--- config.mk ---
export PLATFORM = sky130hd
export DESIGN_NAME = asrc_ctrl
export DESIGN_NICKNAME = d
export VERILOG_FILES = /design/src/rtl/asrc_pkg.sv /design/src/rtl/asrc_ctrl.sv /design/src/rtl/asrc_sync.sv
export VERILOG_INCLUDE_DIRS = /design/src /design/src/rtl
export SDC_FILE = /design/constraint.sdc
export NUM_CORES = 1
export LEC_CHECK = 0
export BUFFER_PORTS_ARGS = -buffer_cell sky130_fd_sc_hd__buf_4
export CAP_MARGIN = 15
export CORE_MARGIN = 4
export CORE_UTILIZATION = 45
export CTS_CLUSTER_SIZE = 20
export DETAILED_ROUTE_END_ITERATION = 10
export PLACE_DENSITY_LB_ADDON = 0.12
export SYNTH_ARGS = -nofsm -noshare
export SYNTH_HDL_FRONTEND = slang
export SYNTH_SLANG_ARGS = --single-unit
--- constraint.sdc ---
create_clock -name clk_in -period 1.76 [get_ports clk_in]
set_clock_uncertainty 0.2 [all_clocks]
set_input_delay 0.264 -clock clk_in [delete_from_list [all_inputs] [get_ports clk_in]]
set_output_delay 0.264 -clock clk_in [all_outputs]
set_load 0.005 [all_outputs]
--- src/rtl/asrc_params.svh ---
// Functional notes
// A write needs write strobe, chip select and a byte select low together.
// A write ends at the first rising control edge; setup counts from it.
// Write data stands 5 or 8 ns before the write ends; no hold.
// Address, select, byte select and strobe lead write end by 7 or 12 ns.
// Address may change exactly at write start and write end.
// A strobe write with output enable low lasts setup plus float time.
// Memory floats data 5 or 8 ns after strobe falls; redrives 3 ns after rise.
// Read data and flag valid 10 or 15 ns after address; same cycle time.
// Memory holds old data and flag 3 ns after an address change.
// Data and flag valid 10 or 15 ns after select falls; drive from 3 ns.
// Data and flag valid 4.5 or 8 ns after output enable falls.
// Lane valid 4.5 or 8 ns after select falls; floats within 6 or 8.
// Standby within 10 or 15 ns of deselect; power-up immediate on select.
// Address-paced reads keep select, output enable, byte select low, strobe high.
// For enable-paced reads the address is valid by select falling.
// Retention: deselect first, then stay deselected 10 or 15 ns before access.
// Error flag is 1 for corrected read, 0 clean, floats otherwise.
// Lower select gates bits 0-7, upper gates 8-15; unselected lanes float.
// Corrected errors are not written back; only bus data is corrected.
// Data pins float when select, output enable or byte selects are high.
// Round minimum intervals up to clock periods; sample after maximum access delay.
`ifndef ASRC_PARAMS_SVH
`define ASRC_PARAMS_SVH
`define ASRC_CLK_PS        10000
// Slow-grade figures in picoseconds, covering both grades.
`define ASRC_T_PWE_PS      12000
`define ASRC_T_SD_PS       8000
`define ASRC_T_HZWE_PS     8000
`define ASRC_T_AA_PS       15000
`define ASRC_T_RC_PS       15000
`define ASRC_T_HZ_PS       8000
`define ASRC_T_R_PS        15000
`define ASRC_CEIL(t)       (((t) + `ASRC_CLK_PS - 1) / `ASRC_CLK_PS)
`define ASRC_WR_CYC        `ASRC_CEIL(`ASRC_T_PWE_PS + `ASRC_T_HZWE_PS)
`define ASRC_RD_CYC        (`ASRC_CEIL(`ASRC_T_AA_PS) + 1)
`define ASRC_TURN_CYC      `ASRC_CEIL(`ASRC_T_HZ_PS)
`define ASRC_REC_CYC       `ASRC_CEIL(`ASRC_T_R_PS)
`define ASRC_CNT_W         4
`endif

--- src/rtl/asrc_pkg.sv ---
package asrc_pkg;
    typedef struct packed {
        logic        write;
        logic [1:0]  byte_en;
        logic [17:0] addr;
        logic [15:0] wdata;
    } asrc_req_t;
    typedef struct packed {
        logic [15:0] rdata;
        logic        err;
    } asrc_rsp_t;
    typedef struct packed {
        logic        chip_sel_n;
        logic        out_en_n;
        logic        wr_strobe_n;
        logic        upper_byte_sel_n;
        logic        lower_byte_sel_n;
        logic [17:0] addr;
    } asrc_ctl_t;
    typedef enum logic [2:0] {ASRC_IDLE, ASRC_WRITE, ASRC_READ, ASRC_TURN, ASRC_RETAIN} asrc_state_t;
endpackage

--- src/rtl/asrc_ctrl.sv ---
`include "asrc_params.svh"
module asrc_ctrl (
    input  wire logic              clk_in,
    input  wire logic              rst_n_in,
    input  wire logic              req_valid_in,
    input  wire asrc_pkg::asrc_req_t req_in,
    output logic                   req_ready_out,
    output logic                   rsp_valid_out,
    output asrc_pkg::asrc_rsp_t    rsp_out,
    input  wire logic              retain_req_in,
    output logic                   retained_out,
    output asrc_pkg::asrc_ctl_t    mem_ctl_out,
    output logic [15:0]            mem_data_out,
    output logic [15:0]            mem_data_oe_out,
    input  wire logic [15:0]       mem_data_in,
    input  wire logic              mem_err_in
);
    import asrc_pkg::*;
    localparam logic [`ASRC_CNT_W-1:0] WR_N  = `ASRC_CNT_W'(`ASRC_WR_CYC);
    localparam logic [`ASRC_CNT_W-1:0] RD_N  = `ASRC_CNT_W'(`ASRC_RD_CYC);
    localparam logic [`ASRC_CNT_W-1:0] TU_N  = `ASRC_CNT_W'(`ASRC_TURN_CYC);
    localparam logic [`ASRC_CNT_W-1:0] REC_N = `ASRC_CNT_W'(`ASRC_REC_CYC);

    asrc_state_t          state_q;
    logic [`ASRC_CNT_W-1:0] cnt_q;
    logic                 retain_q;
    logic [16:0]          pin_s;

    // Data and flag pins come from outside the clock domain.
    asrc_sync #(.W(17)) u_sync (
        .clk_in   (clk_in),
        .rst_n_in (rst_n_in),
        .d_in     ({mem_err_in, mem_data_in}),
        .q_out    (pin_s)
    );

    wire logic take = (state_q == ASRC_IDLE) && req_valid_in && !retain_req_in && (req_in.byte_en != 2'b00);
    wire logic last = (cnt_q == '0);

    // Sequencer: requests are taken only from idle, and every access is followed by one
    // turnaround cycle so that our data drivers and the memory's never overlap.
    always_ff @(posedge clk_in or negedge rst_n_in) begin
        if (!rst_n_in) begin
            state_q <= ASRC_IDLE;
            cnt_q   <= '0;
        end else begin
            case (state_q)
                ASRC_IDLE: begin
                    if (retain_req_in) begin
                        state_q <= ASRC_RETAIN;
                        cnt_q   <= REC_N - 1'b1;
                    end else if (take) begin
                        state_q <= req_in.write ? ASRC_WRITE : ASRC_READ;
                        cnt_q   <= req_in.write ? WR_N - 1'b1 : RD_N - 1'b1;
                    end
                end
                ASRC_WRITE, ASRC_READ: begin
                    cnt_q <= cnt_q - 1'b1;
                    if (last) begin
                        state_q <= ASRC_TURN;
                        cnt_q   <= TU_N - 1'b1;
                    end
                end
                ASRC_TURN: begin
                    cnt_q <= cnt_q - 1'b1;
                    if (last) begin
                        state_q <= ASRC_IDLE;
                    end
                end
                ASRC_RETAIN: begin
                    if (retain_req_in) begin
                        cnt_q <= REC_N - 1'b1;
                    end else if (last) begin
                        state_q <= ASRC_IDLE;
                    end else begin
                        cnt_q <= cnt_q - 1'b1;
                    end
                end
                default: state_q <= ASRC_IDLE;
            endcase
        end
    end

    // Pins: the controls an access uses go low together and all rise together, so the write
    // window equals the strobe width and the address is held throughout.
    always_ff @(posedge clk_in or negedge rst_n_in) begin
        if (!rst_n_in) begin
            mem_ctl_out     <= '{chip_sel_n: 1'b1, out_en_n: 1'b1, wr_strobe_n: 1'b1,
                                 upper_byte_sel_n: 1'b1, lower_byte_sel_n: 1'b1, addr: '0};
            mem_data_out    <= '0;
            mem_data_oe_out <= '0;
        end else if (take) begin
            mem_ctl_out.chip_sel_n       <= 1'b0;
            mem_ctl_out.wr_strobe_n      <= !req_in.write;
            mem_ctl_out.out_en_n         <= req_in.write;
            mem_ctl_out.upper_byte_sel_n <= !req_in.byte_en[1];
            mem_ctl_out.lower_byte_sel_n <= !req_in.byte_en[0];
            mem_ctl_out.addr             <= req_in.addr;
            mem_data_out                 <= req_in.wdata;
            mem_data_oe_out <= req_in.write ? {{8{req_in.byte_en[1]}}, {8{req_in.byte_en[0]}}} : 16'h0000;
        end else if ((state_q == ASRC_WRITE || state_q == ASRC_READ) && last) begin
            mem_ctl_out.chip_sel_n       <= 1'b1;
            mem_ctl_out.wr_strobe_n      <= 1'b1;
            mem_ctl_out.out_en_n         <= 1'b1;
            mem_ctl_out.upper_byte_sel_n <= 1'b1;
            mem_ctl_out.lower_byte_sel_n <= 1'b1;
        end else if (state_q == ASRC_TURN && cnt_q == TU_N - 1'b1) begin
            mem_data_oe_out <= '0; // Data released one cycle after write end: a cycle of hold where none is needed.
        end
    end

    // The pins settle one access time after the controls fall, so the first good value is
    // the one that the first synchroniser stage takes two edges into the read. It reaches
    // the second stage at the end of the read and is captured one edge later, which is
    // why the result trails the release of the controls by one cycle.
    logic [1:0] be_q;
    logic       rd_done_q;
    always_ff @(posedge clk_in or negedge rst_n_in) begin
        if (!rst_n_in) begin
            be_q          <= '0;
            rd_done_q     <= 1'b0;
            rsp_valid_out <= 1'b0;
            rsp_out       <= '0;
        end else begin
            if (take) begin
                be_q <= req_in.byte_en;
            end
            rd_done_q     <= (state_q == ASRC_READ) && last;
            rsp_valid_out <= rd_done_q;
            if (rd_done_q) begin
                rsp_out.rdata <= pin_s[15:0] & {{8{be_q[1]}}, {8{be_q[0]}}};
                rsp_out.err   <= pin_s[16];
            end
        end
    end

    // Ready is a registered view of idleness; a request held while busy simply waits.
    always_ff @(posedge clk_in or negedge rst_n_in) begin
        if (!rst_n_in) begin
            req_ready_out <= 1'b0;
            retained_out  <= 1'b0;
            retain_q      <= 1'b0;
        end else begin
            req_ready_out <= (state_q == ASRC_IDLE) && !take && !retain_req_in;
            retain_q      <= retain_req_in;
            retained_out  <= (state_q == ASRC_RETAIN) && retain_q;
        end
    end
endmodule

--- src/rtl/asrc_sync.sv ---
module asrc_sync #(
    parameter int W = 17
) (
    input  wire logic         clk_in,
    input  wire logic         rst_n_in,
    input  wire logic [W-1:0] d_in,
    output logic      [W-1:0] q_out
);
    logic [W-1:0] s1_q;
    always_ff @(posedge clk_in or negedge rst_n_in) begin
        if (!rst_n_in) begin
            s1_q  <= '0;
            q_out <= '0;
        end else begin
            s1_q  <= d_in;
            q_out <= s1_q;
        end
    end
endmodule

; ---- After elaboration in Yosys (flattened, before gate mapping)
; Cells that the tools add are included.
[word_totals]
elab_cells = 76
input_bits = 58
ff_bits = 120
out_inout_bits = 75
[op_classes]
n_bitwise = 1
eq_ne = 9
muxes = 20
addsub = 1
reduce_logical = 25
[ops]
columns = operator, n
row1 = 16-bit 2-to-1 mux, 4
row2 = 4-bit 2-to-1 mux, 5
row3 = 16-bit bitwise AND, 1
row4 = 4-bit case mux with 4 select lines, 1
row5 = 3-bit 2-to-1 mux, 5
row6 = 3-bit case mux with 4 select lines, 1
row7 = 5-bit 2-to-1 mux, 2
row8 = 1-bit logical AND, 9
row9 = "3-bit by 2-bit equality test with 1-bit output, second input constant", 2
row10 = "2-bit != test, second input constant", 3
row11 = "3-bit != test, second input constant", 2
row12 = 3-bit AND reduction, 2
row13 = 2-bit nonzero test, 3
row14 = 1-bit logical NOT, 5
row15 = 4-bit logical NOT, 1
row16 = 2-bit 2-to-1 mux, 2
row17 = 4-bit nonzero test, 1
row18 = "4-bit by 1-bit subtractor with 4-bit output, second input constant", 1
row19 = "3-bit by 1-bit equality test with 1-bit output, second input constant", 1
row20 = "3-bit equality test, second input constant", 1
row21 = 3-bit logical NOT, 1
row22 = 2-bit AND reduction, 1
row23 = 2-bit OR reduction, 1
row24 = 1-bit logical OR, 1

; ---- Longest topological paths before layout
[depth]
ltp_word = 7
ltp_mapped = 8

; ---- Hierarchy
; From an unflattened synthesis, not the netlist that was laid out.
[hier_totals]
cells_unflattened = 372
area_unflattened_um2 = 3981.3
[modules_own_cells]
columns = module, area_per_inst_um2, instances, cells_each
row1 = asrc_ctrl, 3130.5, 1, 338
row2 = asrc_sync, 850.8, 1, 34

; ---- Worst setup path after synthesis
; No wires, ideal clock.
[synth_path]
path_kind = register -> register
from = reg cnt_q[0]
to = reg cnt_q[3]
period_less_slack_ps = 1915
stages_incl_launch_ff = 9
path_slack_ps = -155
arrival_time_ps = 1578
path_cell_list = dfrtp_1 -> inv_1 -> ha_1 -> or3b_1 -> buf_6 -> a21oi_1 -> o22ai_1 -> o311ai_0 -> nand3_1
[synth_via]
elab_chain_len = 4
word_cells_on_any_way = 8
cone_classes = 1 x add/sub / 1 x eq/ne / 4 x mux / 2 x reduce/logical
[synth_lines]
columns = item, line
row1 = start: declaration, asrc_ctrl.sv:25  ; logic [`ASRC_CNT_W-1:0] cnt_q;
row2 = start signal: assignment, asrc_ctrl.sv:51  ; cnt_q <= REC_N - 1'b1;
row3 = start signal: assignment, asrc_ctrl.sv:54  ; cnt_q <= req_in.write ? WR_N - 1'b1 : RD_N - 1'b1;
row4 = start signal: assignment, asrc_ctrl.sv:58  ; cnt_q <= cnt_q - 1'b1;
row5 = 4-bit by 1-bit subtractor with 4-bit output, "asrc_ctrl.sv:58, asrc_ctrl.sv:65, asrc_ctrl.sv:76"
row6 = 4-bit 2-to-1 mux, asrc_ctrl.sv:73  ; end else if (last) begin
row7 = 4-bit 2-to-1 mux, asrc_ctrl.sv:71  ; if (retain_req_in) begin
row8 = 4-bit case mux with 4 select lines, asrc_ctrl.sv:47  ; case (state_q)
; Several ways; a longest one is shown, not always the timed one. The select of a mux whose other input is x is not followed.
; A chain may end at the register's enable or synchronous reset.

; ---- Worst setup path after layout
[layout_path]
from = reg cnt_q[0]
to = reg state_q[1]
[layout_via]
elab_chain_len = 4
word_cells_on_any_way = 6
cone_classes = 1 x eq/ne / 3 x mux / 2 x reduce/logical
[layout_lines]
columns = item, line
row1 = 4-bit logical NOT (*), asrc_ctrl.sv:38  ; wire logic last = (cnt_q == '0);
row2 = 3-bit 2-to-1 mux (2 in a row), n/a
row3 = 3-bit case mux with 4 select lines, n/a
row4 = end signal: assignment, asrc_ctrl.sv:53  ; state_q <= req_in.write ? ASRC_WRITE : ASRC_READ;
row5 = end: declaration, asrc_ctrl.sv:24  ; asrc_state_t state_q;
; Mark *: on every way between the ends. The rest lies on a longest branch, timed or not. The select of a mux whose other input is x is not followed.

==> run_results.csv <==
group,metric,value,unit
drt,vias,3230,
cts,htreeDepth,3,
die,dieHeight,102,um
setup_path,reg2reg_setup_slack,-0.20,ns
drt,wl_per_cell,14.6,um
setup_path,start_kind,"register",
setup_path,critPathRequiredTime,1.84,ns
final_layout,drive_gt1_share,34.7,%
global_routing,grtUsageMet1,24.7,%
die,core,0.00838,mm^2
yosys,synth_cells,374,
placed_design,dpl.cell_count,595,
die,die_w,102,um
run,cap_violations,0,
global_routing,grt_overflow,0,
sta,worst_pin_slew,0.441,ns
cts,clkTransAtPathRegs,0.11,ns
sta,rsz0062_at_grt,"true",
sta,finalSetupTns,-2.07,ns
run_status,violations,"negative setup slack",
global_routing,grt_max_degree,41,
final_layout,final_cells,677,
yosys,netlist_area,0.00396,mm^2
global_routing,grt.met3_usage,6.28,%
die,io_pins,133,
sta,hold_violations,0,
sta,fmax,0.509,GHz
global_routing,grt_pass1_wl,16200,um
yosys,synth-seq-area-share,67.1,%
yosys,ys_seq_elements,106,
final_layout,area_delta_synth_final,50.9,%
drt,first_iter_violations,130,
drt,route.detailed.drc,0,
die,placementRows,33,
yosys,ys_types,41,
drt,antenna_left,0,
min_path,hold_path_class,"reg -> reg",
global_routing,grtUsageTotal,20.1,%
pwr,p_leak,0.00302,uW
pwr,p_sw,2890,uW
global_routing,gr-usage-met2,34.5,%
pwr,power.share.switching,33.0,%
pwr,p_int,5880,uW
drt,firstDrtPassIters,4,
global_routing,grt_pass1_vias,3340,
placed_design,routabilityCongestion,0.814,
placed_design,dp_hpwl,6290,um
setup_path,critPathArrivalTime,2.05,ns
cts,insertion_delay,0.36,ns
cts,tritoncts,"yes",
placed_design,io_buffers,132,
yosys,synth_nets,434,
die,initial_utilization,47.3,%
sta,fin_crit,1.96,ns
drt,vias_per_cell,4.77,
setup_path,worstSetupPathType,"reg -> reg",
placed_design,place_ws,-0.203,ns
pwr,seq_power_share,43.1,%
final_layout,fill_cells,590,
run_status,status,"finished, violations left",
final_layout,nNetsFinal,626,
die,die_area,0.0104,mm^2
setup_path,worst-path-max-fanout,5,
pwr,p_clk_share,17.7,%
pwr,combPwrFrac,39.2,%
yosys,ys_warn_count,0,
yosys,synth_area_per_cell,10.6,um^2
cts,numCtsBuffers,9,
global_routing,antenna_found_initial,0,
global_routing,top_usage_layer,"met2",
pwr,powerDensity,1470,mW/mm^2
drt,wirelength,9890,um
sta,drv_slew,0,
sta,max_slew_margin,70.6,%
sta,min_period_over_period,112,%
cts,clk_path_buf_depth,2,
pwr,irDropWorstVdd,0.978,mV
cts,clock-sinks,106,
setup_path,worst_setup_path_end_kind,"register",
sta,fin_ws,-0.204,ns
sta,setup_violations,14,
cts,cts-root-buf,"clkbuf_8",
synthesized netlist by cell type:
| cell | number | area [um^2] |
|---|---|---|
| a21o_1 | 1 | 7.51 |
| a21oi_1 | 5 | 25.0 |
| a2bb2oi_1 | 2 | 17.5 |
| a31oi_1 | 2 | 12.5 |
| and2_1 | 1 | 6.26 |
| and2b_1 | 1 | 7.51 |
| and3_1 | 1 | 6.26 |
| buf_1 | 1 | 3.75 |
| buf_2 | 7 | 35.0 |
| buf_4 | 15 | 113 |
| buf_6 | 1 | 11.3 |
| clkbuf_1 | 10 | 37.5 |
| clkbuf_2 | 1 | 5.00 |
| dfrtp_1 | 101 | 2530 |
| dfstp_2 | 5 | 131 |
| ha_1 | 2 | 25.0 |
| inv_1 | 21 | 78.8 |
| mux2_2 | 1 | 11.3 |
| nand2_1 | 116 | 435 |
| nand2b_1 | 5 | 31.3 |
| nand3_1 | 19 | 95.1 |
| nand3b_1 | 1 | 7.51 |
| nand4b_1 | 1 | 8.76 |
| nor2_1 | 11 | 41.3 |
| nor2_2 | 1 | 6.26 |
| nor3_1 | 2 | 10.0 |
| nor4_1 | 3 | 18.8 |
| nor4_2 | 1 | 12.5 |
| o211ai_2 | 2 | 25.0 |
| o21a_1 | 1 | 7.51 |
| o21ai_0 | 18 | 90.1 |
| o21ai_1 | 1 | 5.00 |
| o21bai_1 | 1 | 7.51 |
| o22a_1 | 2 | 17.5 |
| o22ai_1 | 4 | 25.0 |
| o311ai_0 | 1 | 8.76 |
| o31ai_1 | 1 | 7.51 |
| or2_2 | 1 | 6.26 |
| or3_1 | 1 | 6.26 |
| or3b_1 | 1 | 8.76 |
| xnor2_1 | 2 | 17.5 |
layout make-up:
| class | count | area (um^2) | area share (%) |
|---|---|---|---|
| repair buffers | 216 | 1820 | 30.4 |
| well taps | 105 | 131 | 2.20 |
| clock inverters | 7 | 82.6 | 1.38 |
| flip-flops and latches | 106 | 2660 | 44.5 |
| multi-input cells | 212 | 1080 | 18.1 |
| clock buffers | 9 | 124 | 2.07 |
| inverters | 21 | 78.8 | 1.32 |
| diodes | 1 | 2.50 | 0.0419 |
what timing repair did:
action / CTS / global route
endpoints found under the hold margin: 106 / 0
buffers inserted: 4 / 4
gates resized for setup: 6 / 9
cloned: 1 / 0
endpoints found under the setup margin: 12 / 50
pin swaps: 1 / 3
hold buffers: 56 / 0
per-layer routing:
| metal | routed length [um] | vias to the layer above |
|---|---|---|
| li1 | - | 1556 |
| met1 | 3950 | 1569 |
| met2 | 5190 | 97 |
| met3 | 662 | 8 |
| met4 | 97 | 0 |
| met5 | 0 | - |
power groups by stage:
stage	clock, uW	combinational [uW]	sequential, uW
3_5_place_dp	0	3080	3800
3_3_place_gp	0	2990	3780
4_1_cts	1600	3310	3760
6_report	1550	3440	3780
2_1_floorplan	0	1520	3720
5_1_grt	1700	3820	3890
kinds of logic after synthesis:
family | Yosys count | share of synthesized area [%]
AND/OR/NAND/NOR | 166 | 17.9
flip-flops | 106 | 67.1
buffers and inverters | 56 | 7.17
AO/OA/AOI/OAI | 41 | 6.48
XOR/XNOR | 2 | 0.442
adder cells (fa/ha/maj) | 2 | 0.632
multiplexers | 1 | 0.284
through the flow:
stage | instance area, um^2 | hold slack (ns) | util, % | power [uW]
floorplan | 3980 | -0.232 | - | 5240
global placement | 5080 | 0.0339 | 60.7 | 6770
detailed placement | 5080 | 0.0408 | 60.7 | 6880
CTS | 5900 | 0.150 | 70.4 | 8670
global route | 5980 | 0.161 | 71.3 | 9410
finish | 5980 | 0.147 | 71.3 | 8780
registers in the layout, summed over array words and instances (netlist names):
signal           count
be_q                 2
cnt_q                4
mem_ctl_out         23
mem_data_oe_out      2
mem_data_out        16
rd_done_q            1
req_ready_out        1
retain_q             1
retained_out         1
rsp_out             17
rsp_valid_out        1
state_q              3
u_sync.q_out        17
u_sync.s1_q         17
layout by cell type, fill, tap and decap left out, drive strengths merged, types with 4 or more instances in the layout:
cell / instances
clkbuf: 9
dfrtp: 101
nand2: 116
nand3: 19
dlygate4sd3: 56
buf: 160
o21ai: 19
a21oi: 5
inv: 25
nor4: 4
nand2b: 5
nor2: 12
o22ai: 4
dfstp: 5
worst paths after layout:
path                            cells past startpoint          endpoint           start
worst min-delay path                                0   u_sync.q_out[9]  u_sync.s1_q[9]
worst min register to register                      0   u_sync.q_out[9]  u_sync.s1_q[9]
max in group asynchronous                           3   mem_ctl_out[22]        rst_n_in
min in group asynchronous                           2  u_sync.q_out[14]        rst_n_in
worst max-delay path                                8        state_q[1]        cnt_q[0]
worst max register to register                      8        state_q[1]        cnt_q[0]
critical path: stages, from the launching register on:
cell,delay (ns)
dfrtp_1,0.40
inv_2,0.06
ha_1,0.13
or3b_4,0.38
buf_6,0.15
o211ai_2,0.14
o211ai_2,0.12
o21bai_1,0.17
a21oi_1,0.13
(Power assumes the default switching activity.)
